--- src/design/rss_pkg.sv ---
package rss_pkg;

    localparam int DATA_W = 8;
    localparam int MSB = 7;
    localparam int LSB = 0;
    localparam int NIB_W = 4;
    localparam logic [7:0] WORK_RESET = 8'h00;
    localparam logic [7:0] BYTE_ALL_ONES = 8'hff;
    localparam logic [7:0] BYTE_ZERO = 8'h00;
    localparam logic [7:0] BYTE_ONE = 8'h01;
    localparam logic FLAG_RESET = 1'b0;

    typedef enum logic [4:0] {
        OP_NOP = 5'h00,
        OP_ROTL_MEM = 5'h01,
        OP_ROTL_TO_WORK_REG = 5'h02,
        OP_ROTL_THROUGH_FLAG_MEM = 5'h03,
        OP_ROTL_THROUGH_FLAG_TO_WORK_REG = 5'h04,
        OP_ROTR_MEM = 5'h05,
        OP_ROTR_TO_WORK_REG = 5'h06,
        OP_ROTR_THROUGH_FLAG_MEM = 5'h07,
        OP_ROTR_THROUGH_FLAG_TO_WORK_REG = 5'h08,
        OP_SUBTRACT_WITH_BORROW = 5'h09,
        OP_SUBTRACT_WITH_BORROW_IMM = 5'h0a,
        OP_SUBTRACT_WITH_BORROW_TO_MEM = 5'h0b,
        OP_SUBTRACT = 5'h0c,
        OP_SUBTRACT_IMM = 5'h0d,
        OP_SUBTRACT_TO_MEM = 5'h0e,
        OP_DECREMENT_SKIP_ZERO = 5'h0f,
        OP_DECREMENT_SKIP_ZERO_TO_WORK_REG = 5'h10,
        OP_INCREMENT_SKIP_ZERO = 5'h11,
        OP_INCREMENT_SKIP_ZERO_TO_WORK_REG = 5'h12,
        OP_SET_BYTE = 5'h13,
        OP_SET_BIT = 5'h14,
        OP_SKIP_NONZERO_BIT = 5'h15,
        OP_SKIP_NONZERO = 5'h16,
        OP_SWAP = 5'h17
    } rss_op_t;

    typedef enum logic [0:0] {
        ST_RUN = 1'b0,
        ST_DUMMY = 1'b1
    } rss_state_t;

endpackage : rss_pkg

--- src/design/rss_sub_if.sv ---
`timescale 1ns/1ns
interface rss_sub_if;
    logic [7:0] minuend;
    logic [7:0] subtrahend;
    logic borrow_in;
    logic [7:0] diff;
    logic no_borrow;
    logic half_no_borrow;
    logic overflow;
    logic signed_ge;

    modport user (
        output minuend,
        output subtrahend,
        output borrow_in,
        input diff,
        input no_borrow,
        input half_no_borrow,
        input overflow,
        input signed_ge
    );

    modport unit (
        input minuend,
        input subtrahend,
        input borrow_in,
        output diff,
        output no_borrow,
        output half_no_borrow,
        output overflow,
        output signed_ge
    );
endinterface : rss_sub_if

--- src/design/rss_sub.sv ---
`timescale 1ns/1ns
module rss_sub (
    rss_sub_if.unit sub // subtract operands and result flags
);
    logic [8:0] full;
    logic [4:0] low;

    // nine-bit difference: bit 8 set means a borrow came out of the top
    assign full = {1'b0, sub.minuend} - {1'b0, sub.subtrahend}
        - {8'h00, sub.borrow_in};
    assign low = {1'b0, sub.minuend[3:0]} - {1'b0, sub.subtrahend[3:0]}
        - {4'h0, sub.borrow_in};
    assign sub.diff = full[7:0];
    // carry holds "no borrow": clear when negative, set when zero or positive
    assign sub.no_borrow = ~full[8];
    assign sub.half_no_borrow = ~low[4];
    assign sub.overflow = (sub.minuend[rss_pkg::MSB] ^ sub.subtrahend[rss_pkg::MSB])
        & (full[rss_pkg::MSB] ^ sub.minuend[rss_pkg::MSB]);
    assign sub.signed_ge = ~(sub.overflow ^ full[rss_pkg::MSB]);
endmodule : rss_sub

--- src/design/rss_exec.sv ---
// What this block does
// - rotate operand left, bit 7 into bit 0, to memory or working register, no flags.
// - rotate left through carry; old carry into bit 0, bit 7 into carry.
// - rotate right, bit 0 into bit 7, to memory or working register, no flags.
// - rotate right through carry; old carry into bit 7, bit 0 into carry.
// - subtract with borrow: work minus operand minus inverted carry, six flags updated.
// - every subtraction clears carry when negative, sets it when zero or positive.
// - plain subtract: work minus operand, to work or memory, six flags updated.
// - decrement memory operand, write back, skip when new value zero, no flags.
// - decrement operand into working register, memory untouched, skip when zero.
// - increment memory operand, write back, skip when new value zero, no flags.
// - increment operand into working register, memory untouched, skip when zero.
// - a taken skip inserts one dummy cycle, so the skip costs two cycles.
// - set-byte writes all ones to memory, flags untouched.
// - set-bit forces selected memory bit to one, others kept, no flags.
// - bit test skips when selected bit is one, else proceeds, no flags.
// - byte test writes value back and skips when nonzero, no flags.
// - nibble swap exchanges low and high nibbles and stores back to memory.
`timescale 1ns/1ns
module rss_exec (
    input wire logic clk, // 100 MHz core clock
    input wire logic reset_n, // asynchronous reset, active low
    input wire logic op_valid, // an operation is offered this cycle
    input wire logic [4:0] op_code, // operation select, rss_op_t encoding
    input wire logic [7:0] mem_rdata, // data memory operand, valid with op_valid
    input wire logic [7:0] imm_data, // immediate operand
    input wire logic [2:0] bit_sel, // bit index for bit operations
    output logic op_ready, // operation accepted when high with op_valid
    output logic mem_we, // one-cycle data memory write strobe
    output logic [7:0] mem_wdata, // data memory write value
    output logic [7:0] work_reg, // working register
    output logic carry_flag, // carry, set means no borrow on subtract
    output logic zero_flag, // zero
    output logic half_carry_flag, // low nibble carry or no borrow
    output logic signed_range_flag, // signed overflow
    output logic signed_compare_flag, // signed greater or equal
    output logic chained_zero_flag, // zero across chained subtracts
    output logic done, // one-cycle pulse when an operation completes
    output logic skip_pulse, // one-cycle pulse: next instruction is skipped
    output logic dummy_cycle // high during the inserted dummy cycle
);

    rss_pkg::rss_state_t state_reg;
    rss_pkg::rss_state_t state_next;
    rss_pkg::rss_op_t op;

    logic [7:0] work_reg_reg;
    logic [7:0] mem_wdata_reg;
    logic mem_we_reg;
    logic done_reg;
    logic skip_reg;
    logic carry_reg;
    logic zero_reg;
    logic half_carry_reg;
    logic signed_range_reg;
    logic signed_compare_reg;
    logic chained_zero_reg;

    logic take;
    logic [7:0] result;
    logic to_mem;
    logic to_work;
    logic skip_now;
    logic carry_upd;
    logic carry_new;
    logic arith_upd;
    logic use_borrow;
    logic [7:0] sub_rhs;
    logic [7:0] inc_val;
    logic [7:0] dec_val;

    rss_sub_if sub_bus ();

    function automatic logic [7:0] rotl8(input logic [7:0] v, input logic fill);
        rotl8 = {v[6:0], fill};
    endfunction : rotl8

    function automatic logic [7:0] rotr8(input logic [7:0] v, input logic fill);
        rotr8 = {fill, v[7:1]};
    endfunction : rotr8

    function automatic logic is_zero(input logic [7:0] v);
        is_zero = (v == rss_pkg::BYTE_ZERO);
    endfunction : is_zero

    assign op = rss_pkg::rss_op_t'(op_code);
    assign op_ready = (state_reg == rss_pkg::ST_RUN);
    assign take = op_valid & op_ready;
    assign inc_val = mem_rdata + rss_pkg::BYTE_ONE;
    assign dec_val = mem_rdata - rss_pkg::BYTE_ONE;

    // immediate variants take the operand from the instruction word
    always_comb begin
        sub_rhs = mem_rdata;
        use_borrow = 1'b0;
        unique case (op)
            rss_pkg::OP_SUBTRACT_WITH_BORROW: begin
                use_borrow = 1'b1;
            end
            rss_pkg::OP_SUBTRACT_WITH_BORROW_IMM: begin
                use_borrow = 1'b1;
                sub_rhs = imm_data;
            end
            rss_pkg::OP_SUBTRACT_WITH_BORROW_TO_MEM: begin
                use_borrow = 1'b1;
            end
            rss_pkg::OP_SUBTRACT_IMM: begin
                sub_rhs = imm_data;
            end
            default: begin
                sub_rhs = mem_rdata;
            end
        endcase
    end

    assign sub_bus.minuend = work_reg_reg;
    assign sub_bus.subtrahend = sub_rhs;
    // borrow in is the inverted carry for the borrow variants only
    assign sub_bus.borrow_in = use_borrow & ~carry_reg;

    rss_sub u_sub (
        .sub(sub_bus.unit)
    );

    always_comb begin
        result = mem_rdata;
        to_mem = 1'b0;
        to_work = 1'b0;
        skip_now = 1'b0;
        carry_upd = 1'b0;
        carry_new = carry_reg;
        arith_upd = 1'b0;
        unique case (op)
            rss_pkg::OP_NOP: begin
                result = mem_rdata;
            end
            rss_pkg::OP_ROTL_MEM: begin
                result = rotl8(mem_rdata, mem_rdata[rss_pkg::MSB]);
                to_mem = 1'b1;
            end
            rss_pkg::OP_ROTL_TO_WORK_REG: begin
                result = rotl8(mem_rdata, mem_rdata[rss_pkg::MSB]);
                to_work = 1'b1;
            end
            rss_pkg::OP_ROTL_THROUGH_FLAG_MEM: begin
                result = rotl8(mem_rdata, carry_reg);
                to_mem = 1'b1;
                carry_upd = 1'b1;
                carry_new = mem_rdata[rss_pkg::MSB];
            end
            rss_pkg::OP_ROTL_THROUGH_FLAG_TO_WORK_REG: begin
                result = rotl8(mem_rdata, carry_reg);
                to_work = 1'b1;
                carry_upd = 1'b1;
                carry_new = mem_rdata[rss_pkg::MSB];
            end
            rss_pkg::OP_ROTR_MEM: begin
                result = rotr8(mem_rdata, mem_rdata[rss_pkg::LSB]);
                to_mem = 1'b1;
            end
            rss_pkg::OP_ROTR_TO_WORK_REG: begin
                result = rotr8(mem_rdata, mem_rdata[rss_pkg::LSB]);
                to_work = 1'b1;
            end
            rss_pkg::OP_ROTR_THROUGH_FLAG_MEM: begin
                result = rotr8(mem_rdata, carry_reg);
                to_mem = 1'b1;
                carry_upd = 1'b1;
                carry_new = mem_rdata[rss_pkg::LSB];
            end
            rss_pkg::OP_ROTR_THROUGH_FLAG_TO_WORK_REG: begin
                result = rotr8(mem_rdata, carry_reg);
                to_work = 1'b1;
                carry_upd = 1'b1;
                carry_new = mem_rdata[rss_pkg::LSB];
            end
            rss_pkg::OP_SUBTRACT_WITH_BORROW,
            rss_pkg::OP_SUBTRACT_WITH_BORROW_IMM: begin
                result = sub_bus.diff;
                to_work = 1'b1;
                arith_upd = 1'b1;
            end
            rss_pkg::OP_SUBTRACT_WITH_BORROW_TO_MEM: begin
                result = sub_bus.diff;
                to_mem = 1'b1;
                arith_upd = 1'b1;
            end
            rss_pkg::OP_SUBTRACT,
            rss_pkg::OP_SUBTRACT_IMM: begin
                result = sub_bus.diff;
                to_work = 1'b1;
                arith_upd = 1'b1;
            end
            rss_pkg::OP_SUBTRACT_TO_MEM: begin
                result = sub_bus.diff;
                to_mem = 1'b1;
                arith_upd = 1'b1;
            end
            rss_pkg::OP_DECREMENT_SKIP_ZERO: begin
                result = dec_val;
                to_mem = 1'b1;
                skip_now = is_zero(dec_val);
            end
            rss_pkg::OP_DECREMENT_SKIP_ZERO_TO_WORK_REG: begin
                result = dec_val;
                to_work = 1'b1;
                skip_now = is_zero(dec_val);
            end
            rss_pkg::OP_INCREMENT_SKIP_ZERO: begin
                result = inc_val;
                to_mem = 1'b1;
                skip_now = is_zero(inc_val);
            end
            rss_pkg::OP_INCREMENT_SKIP_ZERO_TO_WORK_REG: begin
                result = inc_val;
                to_work = 1'b1;
                skip_now = is_zero(inc_val);
            end
            rss_pkg::OP_SET_BYTE: begin
                result = rss_pkg::BYTE_ALL_ONES;
                to_mem = 1'b1;
            end
            rss_pkg::OP_SET_BIT: begin
                result = mem_rdata | (rss_pkg::BYTE_ONE << bit_sel);
                to_mem = 1'b1;
            end
            rss_pkg::OP_SKIP_NONZERO_BIT: begin
                skip_now = mem_rdata[bit_sel];
            end
            rss_pkg::OP_SKIP_NONZERO: begin
                // read and written back unchanged, as the real cycle does
                result = mem_rdata;
                to_mem = 1'b1;
                skip_now = ~is_zero(mem_rdata);
            end
            rss_pkg::OP_SWAP: begin
                result = {mem_rdata[rss_pkg::NIB_W-1:0],
                    mem_rdata[rss_pkg::MSB:rss_pkg::NIB_W]};
                to_mem = 1'b1;
            end
            default: begin
                // unknown codes complete as a no-op with no side effects
                result = mem_rdata;
            end
        endcase
    end

    always_comb begin
        state_next = state_reg;
        unique case (state_reg)
            rss_pkg::ST_RUN: begin
                if (take && skip_now) begin
                    state_next = rss_pkg::ST_DUMMY;
                end
            end
            rss_pkg::ST_DUMMY: begin
                state_next = rss_pkg::ST_RUN;
            end
        endcase
    end

    always_ff @(posedge clk or negedge reset_n) begin
        if (!reset_n) begin
            state_reg <= rss_pkg::ST_RUN;
        end else begin
            state_reg <= state_next;
        end
    end

    always_ff @(posedge clk or negedge reset_n) begin
        if (!reset_n) begin
            work_reg_reg <= rss_pkg::WORK_RESET;
        end else if (take && to_work) begin
            work_reg_reg <= result;
        end
    end

    // memory writes are only issued by memory-destination variants
    always_ff @(posedge clk or negedge reset_n) begin
        if (!reset_n) begin
            mem_we_reg <= 1'b0;
            mem_wdata_reg <= rss_pkg::BYTE_ZERO;
        end else begin
            mem_we_reg <= take & to_mem;
            if (take && to_mem) begin
                mem_wdata_reg <= result;
            end
        end
    end

    always_ff @(posedge clk or negedge reset_n) begin
        if (!reset_n) begin
            done_reg <= 1'b0;
            skip_reg <= 1'b0;
        end else begin
            done_reg <= take;
            skip_reg <= take & skip_now;
        end
    end

    always_ff @(posedge clk or negedge reset_n) begin
        if (!reset_n) begin
            carry_reg <= rss_pkg::FLAG_RESET;
        end else if (take && arith_upd) begin
            carry_reg <= sub_bus.no_borrow;
        end else if (take && carry_upd) begin
            carry_reg <= carry_new;
        end
    end

    // chained zero keeps a zero seen by earlier bytes of a borrow chain
    always_ff @(posedge clk or negedge reset_n) begin
        if (!reset_n) begin
            zero_reg <= rss_pkg::FLAG_RESET;
            half_carry_reg <= rss_pkg::FLAG_RESET;
            signed_range_reg <= rss_pkg::FLAG_RESET;
            signed_compare_reg <= rss_pkg::FLAG_RESET;
            chained_zero_reg <= rss_pkg::FLAG_RESET;
        end else if (take && arith_upd) begin
            zero_reg <= is_zero(sub_bus.diff);
            half_carry_reg <= sub_bus.half_no_borrow;
            signed_range_reg <= sub_bus.overflow;
            signed_compare_reg <= sub_bus.signed_ge;
            if (use_borrow) begin
                chained_zero_reg <= is_zero(sub_bus.diff) & chained_zero_reg;
            end else begin
                chained_zero_reg <= is_zero(sub_bus.diff);
            end
        end
    end

    assign work_reg = work_reg_reg;
    assign mem_we = mem_we_reg;
    assign mem_wdata = mem_wdata_reg;
    assign carry_flag = carry_reg;
    assign zero_flag = zero_reg;
    assign half_carry_flag = half_carry_reg;
    assign signed_range_flag = signed_range_reg;
    assign signed_compare_flag = signed_compare_reg;
    assign chained_zero_flag = chained_zero_reg;
    assign done = done_reg;
    assign skip_pulse = skip_reg;
    assign dummy_cycle = (state_reg == rss_pkg::ST_DUMMY);

endmodule : rss_exec

--- config.mk ---
export PLATFORM = sky130hd
export DESIGN_NAME = rss_exec
export DESIGN_NICKNAME = d
export VERILOG_FILES = /design/src/design/rss_pkg.sv /design/src/design/rss_sub_if.sv /design/src/design/rss_sub.sv /design/src/design/rss_exec.sv
export SDC_FILE = /design/constraint.sdc
export NUM_CORES = 1
export LEC_CHECK = 0
export ABC_AREA = 1
export BUFFER_PORTS_ARGS = -buffer_cell sky130_fd_sc_hd__clkbuf_2
export CORE_ASPECT_RATIO = 1.2
export CORE_UTILIZATION = 62
export CTS_BUF_LIST = sky130_fd_sc_hd__clkbuf_4
export DETAILED_ROUTE_END_ITERATION = 16
export PLACE_DENSITY = 0.87
export SLEW_MARGIN = 20
export SYNTH_ARGS = -nofsm -noshare
export SYNTH_HDL_FRONTEND = slang
export SYNTH_SLANG_ARGS = --single-unit
--- constraint.sdc ---
create_clock -name clk -period 5.55 [get_ports clk]
set_clock_uncertainty 0.15 [all_clocks]
set_input_delay 0.8325 -clock clk [delete_from_list [all_inputs] [get_ports clk]]
set_output_delay 0.8325 -clock clk [all_outputs]
set_load 0.02 [all_outputs]
* Word level (Yosys, flattened, before mapping) *
Index checks and enable logic that the tools add are counted.
Widths: inputs -> output; s select.

storage, ports and cells
  bits of input ports = 27
  flip-flop bits (word level) = 26
  logic and storage cells = 99

cells by class
  mux-type cells = 16
  bitwise gates (word level) = 16
  reduce and logical (&&, ||, !) cells = 24
  eq/ne operators = 23
  add/subtract/negate cells = 6
  order comparisons = 1
  shift-type cells = 1

operator list
  cell                 count
  $pmux 8 s10          1
  $eq 5x4->1 const B   8
  $eq 5x5->1 const B   8
  $logic_not 8->1      4
  $eq 5x3->1 const B   4
  $reduce_or 2->1      7
  $reduce_or 12->1     1
  $eq 5x2->1 const B   2
  $mux 1               10
  $reduce_or 10->1     1
  $sub 8x8->9          1
  $sub 9x1->9          1
  $add 8x1->8 const B  1
  $mux 8               1
  $or 8x8->8           1
  $shl 1x3->8 const A  1
  $sub 8x1->8 const B  1
  $and 1x1->1          6
  $not 1->1            6
  $reduce_or 6->1      1
  $eq 5x1->1 const B   1
  $logic_and 1x1->1    5
  $sub 4x4->5          1
  $sub 5x1->5          1
  other kinds (10)     13

* Depth between registers and ports, before layout *
Gate-level depths: netlist (run 1).

  word-level depth = 9
  gate-level depth with buffers = 20

* Modules after synthesis *
Synthesis (run 1) repeated with hierarchy kept, for this count alone.

second synthesis, totals
  cells, all modules = 535
  area, all modules = 3139.3 um^2

by module, submodules not included
  module    area each (um^2)  cells each  seq. area each (um^2)  instances
  rss_exec  2543.7            440         650.6                  1
  rss_sub   595.6             95          0.0                    1

* Worst setup path after synthesis (run 1) *
Ideal clock, no wire load.

  path type = input -> register
  start point = in op_code[4]
  end point = reg work_reg_reg[6], in the netlist work_reg[6]
  stages on the path = 19
  data arrival time = 3.440 ns
  path slack = 1.843 ns
  buffers on the path = 1
  setup time = 0.117 ns
  data required time = 5.283 ns
  cells stage by stage = inv_1 nand3_1 o22ai_1 clkbuf_1 o21ai_0 fa_1 fa_1 nand2_1 nand2_1 nand2_1 nand2_1 nand2_1 nand2_1 nand3_1 o21ai_0 inv_1 nand3_1 nand2_1 nand2_1

between the ends
  word-level cells in the longest chain between the ends = 6
  elaborated cells on any way between the ends = 39
  classes of those cells = add/sub (2); eq/ne (21); mux (4); bitwise (1); reduce/logical (11)

ends and longest elaborated chain
  element                                                              line                             source
  from (decl)                                                          rss_exec.sv:24                   input wire logic [4:0] op_code,
  $eq 5x4->1                                                           rss_exec.sv:96, rss_exec.sv:133
  $reduce_or 2->1 (no source line) or $reduce_or 3->1 (tied branches)  --
  $mux 8 or $mux 1 (tied branches)                                     rss_exec.sv:96                   unique case (op)
  $sub 8x8->9 or $and 1x1->1 (tied branches)                           rss_sub.sv:9, rss_exec.sv:119
  $sub 9x1->9                                                          rss_sub.sv:10                    - {8'h00, sub.borrow_in};
  $pmux 8 s10                                                          rss_exec.sv:133                  unique case (op)
  to (signal assigned)                                                 rss_exec.sv:272                  work_reg_reg <= rss_pkg::WORK_RESET;
  to (signal assigned)                                                 rss_exec.sv:274                  work_reg_reg <= result;
  to (decl)                                                            rss_exec.sv:47                   logic [7:0] work_reg_reg;

Parallel ways exist; a longest one is shown, timed or not.
A chain may end at the register's enable or synchronous reset.

* Final worst setup path (run 1) *
  start point = in op_code[4]
  end point = reg mem_wdata_reg[6], in the netlist mem_wdata[6]

between the ends
  word-level cells in the longest chain between the ends = 6
  elaborated cells on any way between the ends = 40
  classes of those cells = add/sub (2); eq/ne (22); mux (4); bitwise (1); reduce/logical (11)

ends and longest elaborated chain
  element                                                              line                             source
  $eq 5x4->1                                                           rss_exec.sv:96, rss_exec.sv:133
  $reduce_or 2->1 (no source line) or $reduce_or 3->1 (tied branches)  --
  $mux 8 or $mux 1 (tied branches)                                     rss_exec.sv:96
  $sub 8x8->9 or $and 1x1->1 (tied branches)                           rss_sub.sv:9, rss_exec.sv:119
  $sub 9x1->9                                                          rss_sub.sv:10
  $pmux 8 s10                                                          rss_exec.sv:133
  to (signal assigned)                                                 rss_exec.sv:282                  mem_wdata_reg <= rss_pkg::BYTE_ZERO;
  to (signal assigned)                                                 rss_exec.sv:286                  mem_wdata_reg <= result;
  to (decl)                                                            rss_exec.sv:48                   logic [7:0] mem_wdata_reg;

Parallel ways exist; a longest one is shown, timed or not.

==> results.yml, run 1 <==
status:
  status: "complete, no violations"
routing:
  drtPass1Iterations: 5
  wl_um: 9559
  drc_errors: 0
  wl_per_cell_um: 15.34
  postRouteAntennaNets: 0
  drt_iter0_drc: 353
  via_per_inst: 5.791
  via_count: 3608
clocking:
  h-tree-depth: 1
  ctsResizeCount: 0
  cts_setup_buffers: 0
  root_buffer: "clkbuf_4"
  clk_pin_slew_ns: 0.15
  cts_buffers: 3
  clk_latency_ns: 0.33
  cts_tree: "done"
  ctsHoldBuffers: 0
  cts_buffer_depth: 2
  cts_sinks: 26
pwr:
  switching_share_pct: 50.56
  leakage_nw: 1.941
  p_comb_share_pct: 60.4
  p_seq_share_pct: 27.0
  ir_drop_mv: 0.1427
  p_clk_share_pct: 12.6
  p_int_mw: 0.5274
  pwr_density_cell_nw_per_um2: 317.8
  netSwitchingPower_mw: 0.5393
floorplan:
  die-height_um: 78.11
  start_util_pct: 64.67
  core-area_sq_um: 4628
  boundaryPins: 54
  std_cell_rows: 27
  die_x_um: 65.43
  dieArea_sq_um: 5110
yosys:
  synth_nets: 561
  synth_fa_ha_area_share_pct: 8.445
  syn_avg_cell_area_sq_um: 5.811
  synthArstFlopShare_pct: 100.0
  synth_flop_cell: "dfrtp_1"
  synth-simple-area-share_pct: 45.53
  ys_ff_latch: 26
  synthDistinctLibCells: 31
  yosysSeqAreaShare_pct: 21.74
  synth-edff-count: 0
  synth_area_sq_um: 2993
  synth_xor_area_share_pct: 3.219
  synth-warning-count: 0
  synth_top_family_by_area: "simple AND/OR/NAND/NOR gates"
  synthMuxAreaShare_pct: 0
  synth_cells: 515
  synth_compound_area_share_pct: 10.62
global_routing:
  grt_pass1_wl_um: 15100
  antenna_found_initial: 0
  first_global_vias: 3288
  grt_max_degree: 27
  grt_overflow_total: 0
  grt_usage_pct: 38.09
setup_path:
  critical_path.max_stage_delay_ns: 0.57
  critPathKind: "in2reg"
  crit_fanout: 16
  critPathCaptureType: "register"
  required_ns: 5.64
  cp_common_cell: "nand2_1"
  path_cells: "clkbuf_2, inv_1, nand3_1, o22ai_2, o21ai_0, fa_1, fa_1, nand2_1, nand2_1, nand2_1, nand2_1, nand2_1, nand2_1, nand3_1, o21ai_0, inv_1, nand3_1, nand2_1, nand2_1"
  startpoint_type: "input pin"
  slowest_stage: "o22ai_2"
  worst_ep_arrival_time_ns: 4.10
placed_design:
  gp_congestion: 0.9963
  dp.final_hpwl_um: 7482
  numPortBuffers: 53
sta:
  finalCriticalPeriod_ns: 4.007
  slew_violations: 0
  finalSetupTns_ns: 0
  hold_violations: 0
  tightest_slew_ns: 0.6554
  timing.fmax_ghz: 0.2495
  setup_violations: 0
  rsz0062_at_grt: "false"
  fin_crit_sh_pct: 72.20
  slew_headroom_pct: 56.31
cells_and_area:
  utilization_pct: 72.53
  final_common_cell: "nand2_1"
  antenna_cells: 0
  synthToLayoutAreaGrowth_pct: 12.17
  layout-drive-gt1-share_pct: 14.16
  final_nets: 612
  nFillCells: 408
  mostFrequentLayoutCells: "189 x nand2_1, 68 x inv_1, 53 x clkbuf_2, 52 x nand3_1, 48 x nor2_1"
flow_run:
  cap_violations: 0
min_path:
  min_path_type: "in2async"
## final timing paths
path                         startpoint             endpoint  slack, ns  cells past startpoint
max in group asynchronous       reset_n         mem_wdata[5]       4.48                      1
setup reg to reg            work_reg[0]         mem_wdata[6]       2.89                     15
hold / removal                  reset_n  signed_compare_flag       0.34                      1
min in group clk           mem_wdata[3]         mem_wdata[3]       0.35                      2
setup / recovery             op_code[4]         mem_wdata[6]       1.54                     19
hold reg to reg            mem_wdata[3]         mem_wdata[3]       0.35                      2
## cell usage after synthesis (2+ instances only)
cell,instances,share of area [%]
nand2_1,189,24
inv_1,68,8.5
nand3_1,52,8.7
nor2_1,48,6.0
o21ai_0,31,5.2
dfrtp_1,26,22
ha_1,17,7.1
a21oi_1,16,2.7
xor2_1,10,2.9
nand4_1,9,1.9
buf_2,5,0.84
inv_2,5,0.63
nand2_2,4,0.84
nand3_2,4,1.3
nor2_2,4,0.84
nor3_1,4,0.67
nand3b_1,3,0.75
o22ai_1,3,0.63
clkbuf_1,2,0.25
fa_1,2,1.3
o211ai_1,2,0.50
o21ai_1,2,0.33
## layout make-up
| type | count | area [sq um] | area share, % |
|---|---|---|---|
| repair buffers | 53 | 265.3 | 7.902 |
| clock buffers | 3 | 22.52 | 0.6709 |
| flip-flops and latches | 26 | 650.6 | 19.38 |
| multi-input cells | 408 | 2036 | 60.64 |
| inverters | 74 | 280.3 | 8.349 |
| well taps | 58 | 72.57 | 2.162 |
| clock inverters | 1 | 30.03 | 0.8945 |
## worst max-delay path: cells and delay by family
| family | cells | cell delay (ns) |
|---|---|---|
| compound gates | 3 | 0.88 |
| buf+inv | 3 | 0.43 |
| fa+ha+maj | 2 | 0.88 |
| simple gates | 11 | 1.08 |
## routing by layer
layer  GRT usage [%]  routed length (um)
met5               0                   0
met4           20.87                 381
met3           3.924                 593
met2           66.29                4784
met1           44.77                3800
## logic make-up (layout without fill, tap and decap cells)
kind of cell / Yosys count / in the layout
and+or+nand+nor: 320 / 320
buffers and inverters: 81 / 131
AOI/OAI and AO/OA: 58 / 58
DFF: 26 / 26
adders and majority gates: 19 / 19
xor gates and xnor gates: 11 / 11
## metrics by stage
stage               worst slack, ns  cells  hold WS [ns]  total power, mW  cell area [sq um]
floorplan                     1.843    515        0.3869           0.7250               2993
global placement              1.172    619        0.3148           0.8836               3298
detailed placement           0.8954    619        0.3182           0.9150               3298
CTS                           1.247    623        0.3503            1.049               3351
global route                  1.283    623        0.3808            1.145               3357
finish                        1.543    623        0.3417            1.067               3357
## power by group through the flow
stage	clock network [mW]	registers (mW)	logic [mW]
after floorplan	0	0.350	0.375
after global placement	0	0.287	0.597
after detailed placement	0	0.291	0.624
after CTS	0.133	0.287	0.630
after global routing	0.140	0.293	0.711
final	0.134	0.288	0.644
No activity file was read; power rests on OpenSTA's default activity.
==> run 2: changes to the inputs <==
--- a/config.mk
+++ b/config.mk
@@ -5,13 +5,13 @@
 export SDC_FILE = /design/constraint.sdc
 export NUM_CORES = 1
 export LEC_CHECK = 0
-export ABC_AREA = 1
+export ABC_AREA = 0
 export BUFFER_PORTS_ARGS = -buffer_cell sky130_fd_sc_hd__clkbuf_2
 export CORE_ASPECT_RATIO = 1.2
-export CORE_UTILIZATION = 62
+export CORE_UTILIZATION = 54
 export CTS_BUF_LIST = sky130_fd_sc_hd__clkbuf_4
 export DETAILED_ROUTE_END_ITERATION = 16
-export PLACE_DENSITY = 0.87
+export PLACE_DENSITY = 0.8
 export SLEW_MARGIN = 20
 export SYNTH_ARGS = -nofsm -noshare
 export SYNTH_HDL_FRONTEND = slang
==> constraint.sdc (replaced) <==
create_clock -name clk -period 3.3 [get_ports clk]
set_clock_uncertainty 0.15 [all_clocks]
set_input_delay 0.495 -clock clk [delete_from_list [all_inputs] [get_ports clk]]
set_output_delay 0.495 -clock clk [all_outputs]
set_load 0.02 [all_outputs]
==> results.yml, run 2 <==
status:
  status: "complete, no violations"
setup_path:
  critPathKind: "in2reg"
  required_ns: 3.43
  startpoint_type: "input pin"
  critPathCaptureType: "register"
  worst_ep_arrival_time_ns: 3.40
  crit_fanout: 6
yosys:
  synthMuxAreaShare_pct: 7.017
  syn_avg_cell_area_sq_um: 7.996
  synth_flop_cell: "dfrtp_1"
  synthDistinctLibCells: 77
  synth_top_cell_area_share_pct: 19.51
  synth.most_common_cell: "nand2_1"
  synth-warning-count: 0
  synth-edff-count: 0
  synth_top_family_by_area: "compound AO/OA/AOI/OAI gates"
  synth_commonest_cells: "37 x nand2_1, 35 x inv_1, 26 x dfrtp_1"
  synth-simple-area-share_pct: 23.94
  yosysSeqAreaShare_pct: 19.51
  synthArstFlopShare_pct: 100.0
  synth_nets: 463
  netlist_top_cells_area: "dfrtp_1 20%, ha_1 6.4%, mux2_2 4.4%"
  synth_top_area_cell: "dfrtp_1"
  ys_ff_latch: 26
  synth_compound_area_share_pct: 26.19
  synth_cells: 417
  synth_area_sq_um: 3334
  synth_fa_ha_area_share_pct: 8.818
  synth_xor_area_share_pct: 4.465
global_routing:
  grt_pass1_wl_um: 17190
  antenna_found_initial: 1
  grt_overflow_total: 0
  grt_max_degree: 28
  grt_usage_pct: 34.89
  first_global_vias: 3356
clocking:
  cts_sinks: 26
  ctsHoldBuffers: 0
  h-tree-depth: 1
  root_buffer: "clkbuf_4"
  clk_latency_ns: 0.32
  clk_pin_slew_ns: 0.13
  cts_tree: "done"
  cts_buffers: 3
  cts_buffer_depth: 2
routing:
  postRouteAntennaNets: 0
  wl_per_cell_um: 19.49
  drc_errors: 0
  drt_iter0_drc: 350
  via_per_inst: 6.466
  drtPass1Iterations: 7
  via_count: 3634
  wl_um: 10960
pwr:
  p_clk_share_pct: 7.0
  switching_share_pct: 46.94
  netSwitchingPower_mw: 0.9081
  p_total_mw: 1.935
  p_comb_share_pct: 69.4
  p_int_mw: 1.027
  p_seq_share_pct: 23.6
  ir_drop_mv: 0.4077
  leakage_nw: 1.752
  pwr_density_cell_nw_per_um2: 479.8
cells_and_area:
  multi_input_area_sq_um: 2521
  final_common_cell: "clkbuf_2"
  nFillCells: 536
  layout-drive-gt1-share_pct: 34.38
  synthToLayoutAreaGrowth_pct: 20.94
  mostFrequentLayoutCells: "50 x clkbuf_2, 40 x buf_4, 35 x nand2_1, 33 x inv_1, 26 x dfrtp_1"
  utilization_pct: 67.08
  final_nets: 528
  regArea_sq_um: 650.6
  antenna_cells: 0
floorplan:
  core-area_sq_um: 6012
  start_util_pct: 55.46
  boundaryPins: 54
  die-height_um: 88.08
  die_x_um: 73.74
  dieArea_sq_um: 6495
  std_cell_rows: 31
sta:
  rsz0062_at_grt: "true"
  fin_crit_sh_pct: 99.18
  setup_violations: 0
  hold_violations: 0
  tightest_slew_ns: 0.6706
  slew_headroom_pct: 55.29
  finalCriticalPeriod_ns: 3.273
  timing.fmax_ghz: 0.3055
  slew_violations: 0
flow_run:
  cap_violations: 0
min_path:
  min_path_type: "in2async"
placed_design:
  numPortBuffers: 53
  gp_congestion: 0.9776
  dp.final_hpwl_um: 8383
[run 2: cells by family after synthesis]
family | Yosys count
adder cells (fa/ha/maj) | 23
flip-flops | 26
buffers and inverters | 69
multiplexers | 18
AO/OA/AOI/OAI | 121
XOR/XNOR | 17
AND/OR/NAND/NOR | 143
[run 2: cell type report]
cell class | count | share of cell area (%)
Multi-Input combinational cell | 322 | 62.52
Sequential cell | 26 | 16.13
Timing Repair Buffer | 94 | 14.99
Inverter | 35 | 3.258
Tap cell | 82 | 2.544
Clock buffer | 3 | 0.5585
[run 2: power by group through the flow]
stage / Clock, mW / Sequential, mW / Combinational, mW
6_report: 0.135 / 0.457 / 1.34
5_1_grt: 0.153 / 0.469 / 1.45
4_1_cts: 0.136 / 0.458 / 1.28
3_5_place_dp: 0 / 0.466 / 1.27
3_3_place_gp: 0 / 0.461 / 1.24
2_1_floorplan: 0 / 0.555 / 0.776
[run 2: repair_timing]
action	in CTS	in global routing
setup buffers	0	4
resized for setup	0	16
endpoints found under the setup margin	0	9
[run 2: worst max-delay path, stage by stage]
cell	delay, ns
buf_6	0.09
and3b_2	0.23
o21ai_4	0.17
buf_12	0.14
mux2_4	0.31
fa_2	0.41
fa_2	0.38
and3b_1	0.20
o22ai_2	0.21
o211ai_1	0.18
a211oi_1	0.25
nand3b_1	0.13
buf_4	0.15
nand2_2	0.05
[run 2: worst paths after layout]
kind	to	slack, ns	startpoint	cells after the start
worst max register to register	mem_wdata[5]	0.28	carry_flag	10
worst min register to register	mem_wdata[5]	0.34	mem_wdata[5]	2
worst max-delay path	zero_flag	0.03	op_code[2]	14
worst min-delay path	work_reg[7]	0.03	reset_n	1
min in group clk	mem_wdata[5]	0.34	mem_wdata[5]	2
max in group asynchronous	signed_range_flag	2.54	reset_n	1
[run 2: routing by layer]
metal  track usage [%]  up-vias  wire length [um]
met3             4.373       48               841
met5                 0        -                 0
met4             19.06        0               594
met2             58.13      218              5313
li1                  -     1659                 -
met1             43.44     1709              4206
[run 2: stage by stage]
| stage | hold WS [ns] | std cells | instance area, sq um | TNS (ns) | setup WS (ns) |
|---|---|---|---|---|---|
| 6_report | 0.02932 | 562 | 4033 | 0 | 0.02705 |
| 5_1_grt | 0.06263 | 562 | 4033 | -0.1305 | -0.07704 |
| 4_1_cts | 0.05285 | 558 | 3944 | 0 | 0.01061 |
| 3_5_place_dp | 0.3165 | 555 | 3921 | -3.129 | -0.3286 |
| 3_3_place_gp | 0.3053 | 555 | 3921 | -1.614 | -0.2562 |
| 2_1_floorplan | 0.04941 | 417 | 3481 | -1.750 | -0.2574 |
